File: src/inc/ckm_pkg.sv
package ckm_pkg;

	// Register port addresses: high nibble selects a group, low nibble the offset
	localparam logic [7:0] A_CTRL = 8'h00;
	localparam logic [7:0] A_TIMING0 = 8'h01;
	localparam logic [7:0] A_TIMING1 = 8'h02;
	localparam logic [7:0] A_TXSTAT = 8'h03;
	localparam logic [7:0] A_PAGE = 8'h04;
	localparam logic [3:0] G_LOCAL = 4'h0;
	localparam logic [3:0] G_TX = 4'h1;
	localparam logic [3:0] G_RX = 4'h2;
	localparam logic [3:0] G_WIN = 4'h3;

	// Mailbox offsets; data bytes sit at offsets 8 to 15
	localparam logic [3:0] O_HEAD = 4'h0;
	localparam logic [3:0] O_DLC = 4'h1;
	localparam logic [3:0] O_ID0 = 4'h2;
	localparam logic [3:0] O_STL = 4'h6;
	localparam logic [3:0] O_STH = 4'h7;
	localparam logic [1:0] ID_SHIFT = 2'h2;

	// Field masks and positions
	localparam logic [7:0] M_ID0 = 8'h7f;
	localparam logic [7:0] M_ID3 = 8'hfe;
	localparam logic [7:0] M_DLC = 8'h8f;
	localparam int B_TGT = 7;
	localparam logic [2:0] PAGE_CFG = 3'h4;
	localparam logic [3:0] R_SEG1 = 4'h3;
	localparam int PRESC_W = 6;
	localparam int SEG1_W = 4;
	localparam int DATA_BYTES = 8;

	// Register port, one request per cycle
	typedef struct packed {
		logic [7:0] addr;
		logic [7:0] wdata;
		logic wr;
		logic rd;
	} ckm_bus_s;

	// Transmit mailbox control and status byte
	typedef struct packed {
		logic [1:0] rsv;
		logic tx_fail_flag;
		logic arbitration_lost_flag;
		logic tx_success_flag;
		logic request_done_flag;
		logic abort_request_bit;
		logic send_request_bit;
	} ckm_cs_s;

	// Outcome of one transmission attempt
	typedef struct packed {
		logic ok;
		logic arb_lost;
		logic error;
	} ckm_att_s;

	// Message image of one mailbox
	typedef struct packed {
		logic [3:0][7:0] mailbox_identifier;
		logic [7:0] mailbox_length_ctrl;
		logic [15:0] stamp;
		logic [DATA_BYTES-1:0][7:0] mailbox_data_bytes;
	} ckm_msg_s;

	// Configuration of one acceptance filter
	typedef struct packed {
		logic fifo_assign_bit;
		logic [1:0] filter_scale_field;
		logic filter_active_bit;
	} ckm_fcfg_s;

endpackage

File: src/verilog/ckm_mailbox_regs.sv
// The implementer's own choices: strobed register access and the register offsets.
`timescale 1ns/1ps
`default_nettype none

// Contract
// - Segment one lasts programmed value plus one
// - Page field picks filter banks or config
// - Receive mailbox ignores every software write
// - Transmit mailbox writable only while empty
// - Error flag updated after each attempt
// - Arbitration lost flag updated each attempt
// - Success flag updated, mirrored in status
// - Done flag set, cleared by one/request
// - Clearing done clears all attempt flags
// - Abort only acts on pending request
// - Send request cleared when mailbox empties
// - Receive mailbox shows read-only match index
// - Identifier bits packed over four bytes
// - Identifier byte zero holds type bits
// - Time-triggered mode sends captured stamp
// - Four-bit length, bits six:four zero
// - Length and data locked unless empty
// - Eight data byte registers per mailbox
// - Start of frame captures sixteen-bit timer
// - Config byte holds two filters' fields
// - Active bit enables; clear before editing
// - Quantum is prescaler plus one clocks
// - Done flag raises enabled interrupt line
module ckm_mailbox_regs (
	// System
	input wire logic clk_sys_i,
	input wire logic resetn_i,
	// Register port
	input wire ckm_pkg::ckm_bus_s bus_i,
	output logic [7:0] rdata_o,
	// Protocol engine events
	input wire logic bit_start_i,
	input wire logic sof_i,
	input wire logic [15:0] timer_i,
	input wire logic tx_att_i,
	input wire ckm_pkg::ckm_att_s tx_res_i,
	input wire logic abort_done_i,
	input wire logic rx_store_i,
	input wire ckm_pkg::ckm_msg_s rx_msg_i,
	input wire logic [7:0] rx_index_i,
	// Protocol engine controls
	output logic tx_request_o,
	output logic tx_abort_o,
	output ckm_pkg::ckm_msg_s tx_msg_o,
	output logic send_global_time_o,
	output logic tx_done_irq_o,
	output logic tq_tick_o,
	output logic seg1_end_o,
	// Filter setup
	output logic [2:0] filter_page_sel_o,
	output ckm_pkg::ckm_fcfg_s [3:0] filter_cfg_o
);

	typedef struct packed {
		logic [7:0] rdata;
		logic time_trigger_mode;
		logic mailbox_empty_irq_en;
		logic [ckm_pkg::PRESC_W-1:0] quantum_prescaler;
		logic [ckm_pkg::SEG1_W-1:0] seg_one_len;
		logic [2:0] filter_page_sel;
		ckm_pkg::ckm_cs_s cs;
		ckm_pkg::ckm_msg_s tx;
		ckm_pkg::ckm_msg_s rx;
		logic [7:0] match_filter_number;
		logic [15:0] sof_stamp;
		logic send_global_time;
		logic irq;
	} ckm_top_s;

	ckm_top_s s;
	ckm_top_s next_s;
	ckm_pkg::ckm_cs_s wcs;
	logic [3:0] off;
	logic [3:0] grp;
	logic [1:0] fcfg_wr;
	logic [1:0][7:0] fcfg_byte;
	logic tx_empty;

	// Mailbox read: head byte, length, identifier, stamp, data
	function automatic logic [7:0] mb_rd(input ckm_pkg::ckm_msg_s m, input logic [7:0] head,
		input logic [3:0] o);
		logic [7:0] v;
		logic [1:0] ix;
		v = 8'h00;
		ix = 2'(o[1:0] + ckm_pkg::ID_SHIFT);
		if (o[3])
			v = m.mailbox_data_bytes[o[2:0]];
		else
		begin
			case (o)
				ckm_pkg::O_HEAD: v = head;
				ckm_pkg::O_DLC: v = m.mailbox_length_ctrl;
				ckm_pkg::O_STL: v = m.stamp[7:0];
				ckm_pkg::O_STH: v = m.stamp[15:8];
				default: v = m.mailbox_identifier[ix];
			endcase
		end
		return v;
	endfunction

	assign wcs = ckm_pkg::ckm_cs_s'(bus_i.wdata);
	assign off = bus_i.addr[3:0];
	assign grp = bus_i.addr[7:4];
	assign tx_empty = !s.cs.send_request_bit;

	// config window only on high pages
	always_comb
	begin
		fcfg_wr[0] = bus_i.wr && bus_i.addr == {ckm_pkg::G_WIN, 4'h0}
			&& s.filter_page_sel >= ckm_pkg::PAGE_CFG;
		fcfg_wr[1] = bus_i.wr && bus_i.addr == {ckm_pkg::G_WIN, 4'h1}
			&& s.filter_page_sel >= ckm_pkg::PAGE_CFG;
	end

	// Register file, mailbox flags and engine events in one step
	always_comb
	begin
		next_s = s;
		next_s.rdata = 8'h00;

		// Read path; data stand in the following cycle only
		if (bus_i.rd)
		begin
			case (grp)
				ckm_pkg::G_LOCAL:
				begin
					case (bus_i.addr)
						ckm_pkg::A_CTRL:
							next_s.rdata = {6'h00, s.mailbox_empty_irq_en, s.time_trigger_mode};
						ckm_pkg::A_TIMING0:
							next_s.rdata = {2'h0, s.quantum_prescaler};
						ckm_pkg::A_TIMING1:
							next_s.rdata = {4'h0, s.seg_one_len};
						ckm_pkg::A_TXSTAT:
							next_s.rdata = {6'h00, s.cs.tx_success_flag, s.cs.request_done_flag};
						ckm_pkg::A_PAGE:
							next_s.rdata = {5'h00, s.filter_page_sel};
						default:
							next_s.rdata = 8'h00;
					endcase
				end
				ckm_pkg::G_TX:
					next_s.rdata = mb_rd(s.tx, s.cs, off);
				ckm_pkg::G_RX:
					next_s.rdata = mb_rd(s.rx, s.match_filter_number, off);
				ckm_pkg::G_WIN:
				begin
					if (s.filter_page_sel >= ckm_pkg::PAGE_CFG && off[3:1] == 3'h0)
						next_s.rdata = fcfg_byte[off[0]];
				end
				default:
					next_s.rdata = 8'h00;
			endcase
		end

		// Software writes
		if (bus_i.wr)
		begin
			case (grp)
				ckm_pkg::G_LOCAL:
				begin
					case (bus_i.addr)
						ckm_pkg::A_CTRL:
						begin
							next_s.time_trigger_mode = bus_i.wdata[0];
							next_s.mailbox_empty_irq_en = bus_i.wdata[1];
						end
						ckm_pkg::A_TIMING0:
							next_s.quantum_prescaler = bus_i.wdata[ckm_pkg::PRESC_W-1:0];
						ckm_pkg::A_TIMING1:
							next_s.seg_one_len = bus_i.wdata[ckm_pkg::SEG1_W-1:0];
						ckm_pkg::A_PAGE:
							next_s.filter_page_sel = bus_i.wdata[2:0];
						default:
							next_s.rdata = next_s.rdata;
					endcase
				end
				ckm_pkg::G_TX:
				begin
					if (off == ckm_pkg::O_HEAD)
					begin
						if (wcs.request_done_flag)
						begin
							next_s.cs.request_done_flag = 1'b0;
							next_s.cs.tx_success_flag = 1'b0;
							next_s.cs.arbitration_lost_flag = 1'b0;
							next_s.cs.tx_fail_flag = 1'b0;
						end
						if (wcs.abort_request_bit && s.cs.send_request_bit)
							next_s.cs.abort_request_bit = 1'b1;
						if (wcs.send_request_bit && tx_empty)
						begin
							next_s.cs.send_request_bit = 1'b1;
							next_s.cs.request_done_flag = 1'b0;
							next_s.cs.tx_success_flag = 1'b0;
							next_s.cs.arbitration_lost_flag = 1'b0;
							next_s.cs.tx_fail_flag = 1'b0;
						end
					end
					else if (tx_empty)
					begin
						if (off[3])
							next_s.tx.mailbox_data_bytes[off[2:0]] = bus_i.wdata;
						else
						begin
							case (off)
								ckm_pkg::O_DLC: next_s.tx.mailbox_length_ctrl = bus_i.wdata;
								ckm_pkg::O_STL: next_s.tx.stamp[7:0] = bus_i.wdata;
								ckm_pkg::O_STH: next_s.tx.stamp[15:8] = bus_i.wdata;
								default: next_s.tx.mailbox_identifier[2'(off[1:0] + ckm_pkg::ID_SHIFT)] = bus_i.wdata;
							endcase
						end
					end
				end
				ckm_pkg::G_RX:
					next_s.rx = s.rx;
				default:
					next_s.rx = s.rx;
			endcase
		end

		// Engine events come last so they beat a software write in the same cycle
		if (tx_att_i)
		begin
			next_s.cs.tx_success_flag = tx_res_i.ok;
			next_s.cs.arbitration_lost_flag = tx_res_i.arb_lost && !tx_res_i.ok;
			next_s.cs.tx_fail_flag = tx_res_i.error && !tx_res_i.ok;
			if (tx_res_i.ok)
			begin
				next_s.cs.send_request_bit = 1'b0;
				next_s.cs.abort_request_bit = 1'b0;
				next_s.cs.request_done_flag = 1'b1;
				next_s.tx.stamp = s.sof_stamp;
			end
		end
		if (abort_done_i)
		begin
			next_s.cs.send_request_bit = 1'b0;
			next_s.cs.abort_request_bit = 1'b0;
			next_s.cs.request_done_flag = 1'b1;
		end

		if (sof_i)
			next_s.sof_stamp = timer_i;
		if (rx_store_i)
		begin
			next_s.rx = rx_msg_i;
			next_s.rx.stamp = s.sof_stamp;
			next_s.match_filter_number = rx_index_i;
		end

		next_s.tx.mailbox_identifier[3] = next_s.tx.mailbox_identifier[3] & ckm_pkg::M_ID3;
		next_s.rx.mailbox_identifier[3] = next_s.rx.mailbox_identifier[3] & ckm_pkg::M_ID3;
		// type bits kept, bit seven zero
		next_s.tx.mailbox_identifier[0] = next_s.tx.mailbox_identifier[0] & ckm_pkg::M_ID0;
		next_s.rx.mailbox_identifier[0] = next_s.rx.mailbox_identifier[0] & ckm_pkg::M_ID0;
		next_s.tx.mailbox_length_ctrl = next_s.tx.mailbox_length_ctrl & ckm_pkg::M_DLC;
		next_s.rx.mailbox_length_ctrl = next_s.rx.mailbox_length_ctrl & ckm_pkg::M_DLC;

		// stamp sent only in time-triggered mode
		next_s.send_global_time = next_s.time_trigger_mode
			&& next_s.tx.mailbox_length_ctrl[ckm_pkg::B_TGT];
		next_s.irq = next_s.mailbox_empty_irq_en && next_s.cs.request_done_flag;
	end

	// Reset gives the documented bit-timing default and clears the rest
	always_ff @(posedge clk_sys_i or negedge resetn_i)
	begin
		if (!resetn_i)
		begin
			s <= '0;
			s.seg_one_len <= ckm_pkg::R_SEG1;
		end
		else
			s <= next_s;
	end

	// Bit timing counters run from the programmed fields
	ckm_bit_quanta #(
		.PW(ckm_pkg::PRESC_W),
		.SW(ckm_pkg::SEG1_W)
	) u_quanta (
		.clk_sys_i(clk_sys_i),
		.resetn_i(resetn_i),
		.prescale_i(s.quantum_prescaler),
		.seg_len_i(s.seg_one_len),
		.bit_start_i(bit_start_i),
		.tq_tick_o(tq_tick_o),
		.seg1_end_o(seg1_end_o)
	);

	// One configuration byte per filter pair
	for (genvar g = 0; g < 2; g++)
	begin : g_fp
		ckm_filter_pair u_pair (
			.clk_sys_i(clk_sys_i),
			.resetn_i(resetn_i),
			.wr_i(fcfg_wr[g]),
			.wdata_i(bus_i.wdata),
			.cfg_o(fcfg_byte[g]),
			.even_o(filter_cfg_o[2*g]),
			.odd_o(filter_cfg_o[2*g+1])
		);
	end

	assign rdata_o = s.rdata;
	assign tx_request_o = s.cs.send_request_bit;
	assign tx_abort_o = s.cs.abort_request_bit;
	assign tx_msg_o = s.tx;
	assign send_global_time_o = s.send_global_time;
	assign tx_done_irq_o = s.irq;
	assign filter_page_sel_o = s.filter_page_sel;

	logic no_hw;
	assign no_hw = !tx_att_i && !abort_done_i;
endmodule

`default_nettype wire

File: src/verilog/ckm_bit_quanta.sv
`timescale 1ns/1ps
`default_nettype none

module ckm_bit_quanta #(
	parameter int PW = 6,
	parameter int SW = 4
) (
	// System
	input wire logic clk_sys_i,
	input wire logic resetn_i,
	// Timing setup
	input wire logic [PW-1:0] prescale_i,
	input wire logic [SW-1:0] seg_len_i,
	input wire logic bit_start_i,
	// Timing pulses
	output logic tq_tick_o,
	output logic seg1_end_o
);

	typedef struct packed {
		logic [PW-1:0] pcnt;
		logic [SW-1:0] qcnt;
		logic in_seg;
		logic tick;
		logic seg_end;
	} ckm_bq_s;

	ckm_bq_s s;
	ckm_bq_s next_s;

	// Prescaler and segment counters; a bit start restarts both
	always_comb
	begin
		next_s = s;
		next_s.tick = 1'b0;
		next_s.seg_end = 1'b0;
		if (bit_start_i)
		begin
			next_s.pcnt = '0;
			next_s.qcnt = '0;
			next_s.in_seg = 1'b1;
		end
		else if (s.pcnt == prescale_i)
		begin
			next_s.pcnt = '0;
			next_s.tick = 1'b1;
			if (s.in_seg && s.qcnt == seg_len_i)
			begin
				next_s.in_seg = 1'b0;
				next_s.seg_end = 1'b1;
			end
			else if (s.in_seg)
				next_s.qcnt = SW'(s.qcnt + 1'b1);
		end
		else
			next_s.pcnt = PW'(s.pcnt + 1'b1);
	end

	always_ff @(posedge clk_sys_i or negedge resetn_i)
	begin
		if (!resetn_i)
			s <= '0;
		else
			s <= next_s;
	end

	assign tq_tick_o = s.tick;
	assign seg1_end_o = s.seg_end;
endmodule

`default_nettype wire

File: src/verilog/ckm_filter_pair.sv
`timescale 1ns/1ps
`default_nettype none

module ckm_filter_pair (
	// System
	input wire logic clk_sys_i,
	input wire logic resetn_i,
	// Register write
	input wire logic wr_i,
	input wire logic [7:0] wdata_i,
	// Stored byte and decoded filters
	output logic [7:0] cfg_o,
	output ckm_pkg::ckm_fcfg_s even_o,
	output ckm_pkg::ckm_fcfg_s odd_o
);

	typedef struct packed {
		ckm_pkg::ckm_fcfg_s odd;
		ckm_pkg::ckm_fcfg_s even;
	} ckm_fp_s;

	ckm_fp_s s;
	ckm_fp_s next_s;

	always_comb
	begin
		next_s = s;
		if (wr_i)
			next_s = ckm_fp_s'(wdata_i);
	end

	always_ff @(posedge clk_sys_i or negedge resetn_i)
	begin
		if (!resetn_i)
			s <= '0;
		else
			s <= next_s;
	end

	assign cfg_o = s;
	assign even_o = s.even;
	assign odd_o = s.odd;
endmodule

`default_nettype wire

File: config.mk
export PLATFORM = sky130hd
export DESIGN_NAME = ckm_mailbox_regs
export DESIGN_NICKNAME = d
export VERILOG_FILES = /design/src/inc/ckm_pkg.sv /design/src/verilog/ckm_mailbox_regs.sv /design/src/verilog/ckm_bit_quanta.sv /design/src/verilog/ckm_filter_pair.sv
export SDC_FILE = /design/constraint.sdc
export NUM_CORES = 1
export LEC_CHECK = 0
export ABC_AREA = 1
export CORE_UTILIZATION = 40
export CTS_CLUSTER_DIAMETER = 100
export DETAILED_ROUTE_END_ITERATION = 16
export DONT_BUFFER_PORTS = 1
export PLACE_DENSITY = 0.65
export RECOVER_POWER = 100
export SLEW_MARGIN = 40
export SYNTH_ARGS = -nofsm -noshare
export SYNTH_HDL_FRONTEND = slang
export SYNTH_HIERARCHICAL = 1
export SYNTH_SLANG_ARGS = --single-unit
File: constraint.sdc
create_clock -name clk_sys_i -period 2.3 [get_ports clk_sys_i]
set_input_delay 0.46 -clock clk_sys_i [delete_from_list [all_inputs] [get_ports clk_sys_i]]
set_output_delay 0.46 -clock clk_sys_i [all_outputs]
set_load 0.03 [all_outputs]
* After elaboration in Yosys (flattened, before gate mapping)
Cells that the tools add are included.
** Storage, ports and cells
- Register bits :: 314
- Input port bits :: 172
- Output and inout bits :: 153
- Word-level logic and storage cells :: 186
** Cells by class
- Add/subtract/negate cells :: 3
- $lt $le $gt $ge :: 6
- Equality and inequality tests :: 15
- Mux-type cells :: 59
- Bitwise logic cells :: 4
- Reduce and logical (&&, ||, !) cells :: 37
** Operators with widths (count)
- $mux 246 :: 1
- $mux 120 :: 2
- $mux 128 :: 1
- $mux 126 :: 1
- $mux 8 :: 15
- $pmux 8 s4 :: 3
- $bwmux 64 :: 1
- $mux 64 :: 1
- $mux 56 :: 1
- $bmux 8 s3 :: 2
- $bmux 8 s2 :: 2
- $bwmux 32 :: 1
- $mux 16 :: 2
- $mux 32 :: 1
- $mux 15 :: 2
- $pmux 6 s5 :: 1
- $demux 8 s3 :: 1
- $mux 6 :: 4
- $mux 4 :: 5
- $demux 8 s2 :: 1
- $eq 8x2->1 const B :: 2
- $eq 8x6->1 const B :: 2
- $logic_and 1x1->1 :: 14
- $reduce_and 3->1 :: 4
- 34 further kinds :: 54

* Depth between registers and ports, before layout
- Word-level depth :: 16
- Gate-level depth with buffers :: 13
- Mapped depth without buffers :: 12

* Hierarchy
The synthesis kept the hierarchy.
** Modules (own cells, without submodules)
- ckm_mailbox_regs :: instances 1, cells each 1886, area an instance 14844.2 µm², sequential area each 7134.3 µm²
- ckm_bit_quanta :: instances 1, cells each 112, area an instance 788.3 µm², sequential area each 325.3 µm²
- ckm_filter_pair :: instances 2, cells each 42, area an instance 365.4 µm², sequential area each 200.2 µm²

* Least setup slack after synthesis
Ideal clock, no wire load.
- Kind :: input to register
- From :: input bus_i[11] (netlist name)
- To :: register with a tool-made name
- Arrival time :: 1.636 ns
- Path slack :: 0.547 ns
- Cell stages on the path :: 10
- Buffers on the path :: 3
- Cells stage by stage :: buf_4 > inv_2 > buf_4 > nand2_1 > nor2_1 > nor3_2 > nand2_1 > buf_2 > o21ai_1 > inv_1
** RTL lines
- start: declaration :: line ckm_mailbox_regs.sv:34 : input wire ckm_pkg::ckm_bus_s bus_i,

==> summary.md <==
| Metric | Value |
|---|---|
| Run status | complete, but fails checks |
| Failing checks | hold timing |
| Max-cap violation count | 0 |
| GRT Total Usage | 24.68% |
| Number of unique standard cell types used by synthesis | 38 |
| Skew-Pair Late Insertion Delay | roughly 0.54 ns |
| #FFs+latches synth | 314 |
| Buffer depth of the longest clock path | 3 |
| Core outline area | 0.04001 mm^2 |
| Horizontal extent of the die | 204.3 um |
| Setup repair after global routing missed its margin | no |
| Worst slew pin tran | approximately 0.73 ns |
| Effective utilization at floorplan | about 40% |
| Biggest area contributors in the synthesized netlist | dfrtp_1, nand2_1, buf_4 |
| Sum of overflow across all layers after global routing | 0 |
| Yosys warnings | 6 |
| Cell area power density | a little over 800 mW/mm^2 |
| Clock transition time at the flip-flop clock pins of the worst setup and hold paths | 0.06 ns |
| Antenna violations before repair | 4 |
| Fin area | between 0.015 and 0.02 mm^2 |
| Post-CTS setup buffer count | 0 |
| Worst setup SP type | input pin |
| Sum of negative setup slack | 0 ns |
| Flop-to-flop setup slack | 0.26 ns |
| Total Die Area | 0.04172 mm^2 |
| Global placer's final weighted congestion | 0.9239 |
| Max Transition Viols Final | 0 |
| Crit path required time | 2.74 ns |
| Routed length per instance | between 20 and 25 um |
| Total I/O pin count | 325 |
| Share of final-layout standard cells stronger than drive strength 1 | a little under 10% |
| TritonCTS clock tree | yes |
| Worst setup EP type | flip-flop |
| Commonest non-fill, non-tap cell in the layout | nand2_1 |
| Hold/Removal Path Class | in2async |
| Synthesized area per cell | 7.859 um^2 |
| Yosys top cell by area | dfrtp_1 |
| Normalized max-slew margin | 51.10% |
| Fill cell instance count of the final layout | 3,990 |
| Worst Path Max Fanout | 16 |
| Dpl hpwl | 36,610 um |
| H-Tree Depth | 2 |
| Routed via count divided by cell count | 5.149 |
| Post-placement cell area | 0.01582 mm^2 |
| Hold violation count in the final report | 313 |
| Number of buffers created by CTS | 37 |
| Proportion of synthesized chip area in sequential cells | 48.03% |
| Number of hold buffers added after CTS | 4 |
| CTS-repair resized insts | 0 |
| DRC errors left | 0 |
| Std-Cell Rows | 73 |
| Router iterations before antenna repair | 5 |
| Total via count in the routed design | 12,770 |
| Number of endpoints failing setup at the final stage | 0 |
| Global-route wire length before repair | between 70,000 and 80,000 um |
| Largest net degree at the start of global routing | 315 |
| Multi-input gate area in the final layout | about 0.006 mm^2 |
| Final Net Count | 2,101 |
| Residual antenna-violating net count after detailed routing | 0 |
| Min cycle time layout | 2.083 ns |
| Max Fclk | a little under 500 MHz |
| Number of global-route vias before repair | 12,430 |
| Combined flip-flop and latch cell area | 0.007860 mm^2 |
| Die outline height | 204.3 um |
| Final period utilization | 90.54% |
| Critical path start-end classification | in2reg |
| Commonest cells after routing, fill and taps aside | nand2_1, dfrtp_1, o21ai_0, inv_1, nor2_1 |
| Leakage | 8.296 nW |
| Largest voltage drop on the vdd net | 0.0004520 V |
| Share of Yosys cell area claimed by the top area cell type | 47.71% |
| Count of mapped cells out of synthesis | 2,082 |
| Syn-to-layout area delta | 3.900% |
| Hold Slack | -0.3537 ns |
| Mapped cell area | between 0.015 and 0.02 mm^2 |
| Clock root buffer | clkbuf_16 |
| Clock Sinks | 314 |
| Overall routed net length | 51,410 um |
| Final setup skew | 0.006782 ns |
| WP data arrival | 2.52 ns |
| Count of input and output buffers | 0 |
| Starting DRT DRC Count | 1,239 |
==> cells in the mapped netlist <==
library cell	number
nor2_1	178
nor3b_1	2
a21oi_1	29
nor3_1	6
o211ai_1	7
buf_4	155
nand4_1	2
nand2_1	600
o21ai_1	47
o21a_1	1
nand4_2	2
nand2_2	4
mux2_2	58
nor2_2	10
nand2_4	2
ha_1	2
dfrtp_1	312
buf_1	6
nor3_4	1
a31oi_1	6
clkinv_1	2
buf_6	3
mux2i_1	1
or2_2	5
dfstp_2	2
clkbuf_1	48
o21ai_0	166
xnor2_1	1
inv_1	199
nor3_2	1
nor2_4	5
buf_2	33
nand3_2	5
nor4_1	1
xor2_1	3
inv_2	13
conb_1	1
nand3_1	163
==> cell type report <==
cell class / instances / area share (%)
antenna: 4 / 0.05888
clock buffer: 50 / 6.322
clock inverter: 13 / 0.7580
inverter: 214 / 4.725
multi-input combinational: 1313 / 35.86
sequential: 314 / 46.23
tap: 525 / 3.864
timing repair buffer: 47 / 2.178
==> critical path: stages <==
cell,delay (ns)
nor2_1,0.33
nand3_1,0.22
nor2_1,0.29
nand3_1,0.25
inv_2,0.18
nand3_1,0.44
o21ai_0,0.35
==> where the power goes <==
part	internal (mW)	switching [mW]
Clock	3.50	2.39
Sequential	5.95	0.644
Combinational	0.499	0.804
Total	9.95	3.84
==> cell families (layout without fill, tap and decap cells) <==
logic type / after synthesis / count (layout) / share of synthesized area, %
adders and majority gates: 2 / 2 / 0.1529
xor gates and xnor gates: 4 / 4 / 0.2141
AOI/OAI and AO/OA: 256 / 256 / 7.998
other: 1 / 9 / 0.02292
muxes: 59 / 59 / 4.053
buffers and inverters: 459 / 324 / 14.47
DFF: 314 / 314 / 48.03
and+or+nand+nor: 987 / 987 / 25.05
==> routing by layer <==
metal	wire [um]	track usage (%)
met5	0	0
met4	1586	9.542
met3	5340	7.765
met2	23030	38.44
met1	21450	31.83
==> final timing paths <==
check                           depth (start not counted)      endpoint    startpoint
worst min register to register                          2         s[95]          s[7]
worst min-delay path                                    0     async pin      resetn_i
worst max-delay path                                    7     flip-flop     bus_i[17]
max in group asynchronous                               0  tx_msg_o[71]      resetn_i
min in group clk_sys_i                                  2    rdata_o[7]      bus_i[0]
worst max register to register                          5     flip-flop  tx_request_o
==> through the flow <==
| step | cells | hold WS (ns) | power (mW) | utilization, % | setup slack, ns |
|---|---|---|---|---|---|
| floorplan | 2086 | 0.1644 | 7.820 | - | 0.5468 |
| global placement | 2409 | 0.1919 | 7.966 | 39.54 | 0.1470 |
| detailed placement | 2409 | 0.1898 | 8.012 | 39.54 | 0.1236 |
| CTS | 2476 | -0.3905 | 13.93 | 42.65 | 0.3917 |
| global route | 2479 | -0.3784 | 14.35 | 42.49 | 0.08356 |
| finish | 2480 | -0.3537 | 13.79 | 42.50 | 0.2175 |
No activity file was read; power rests on OpenSTA's default activity.
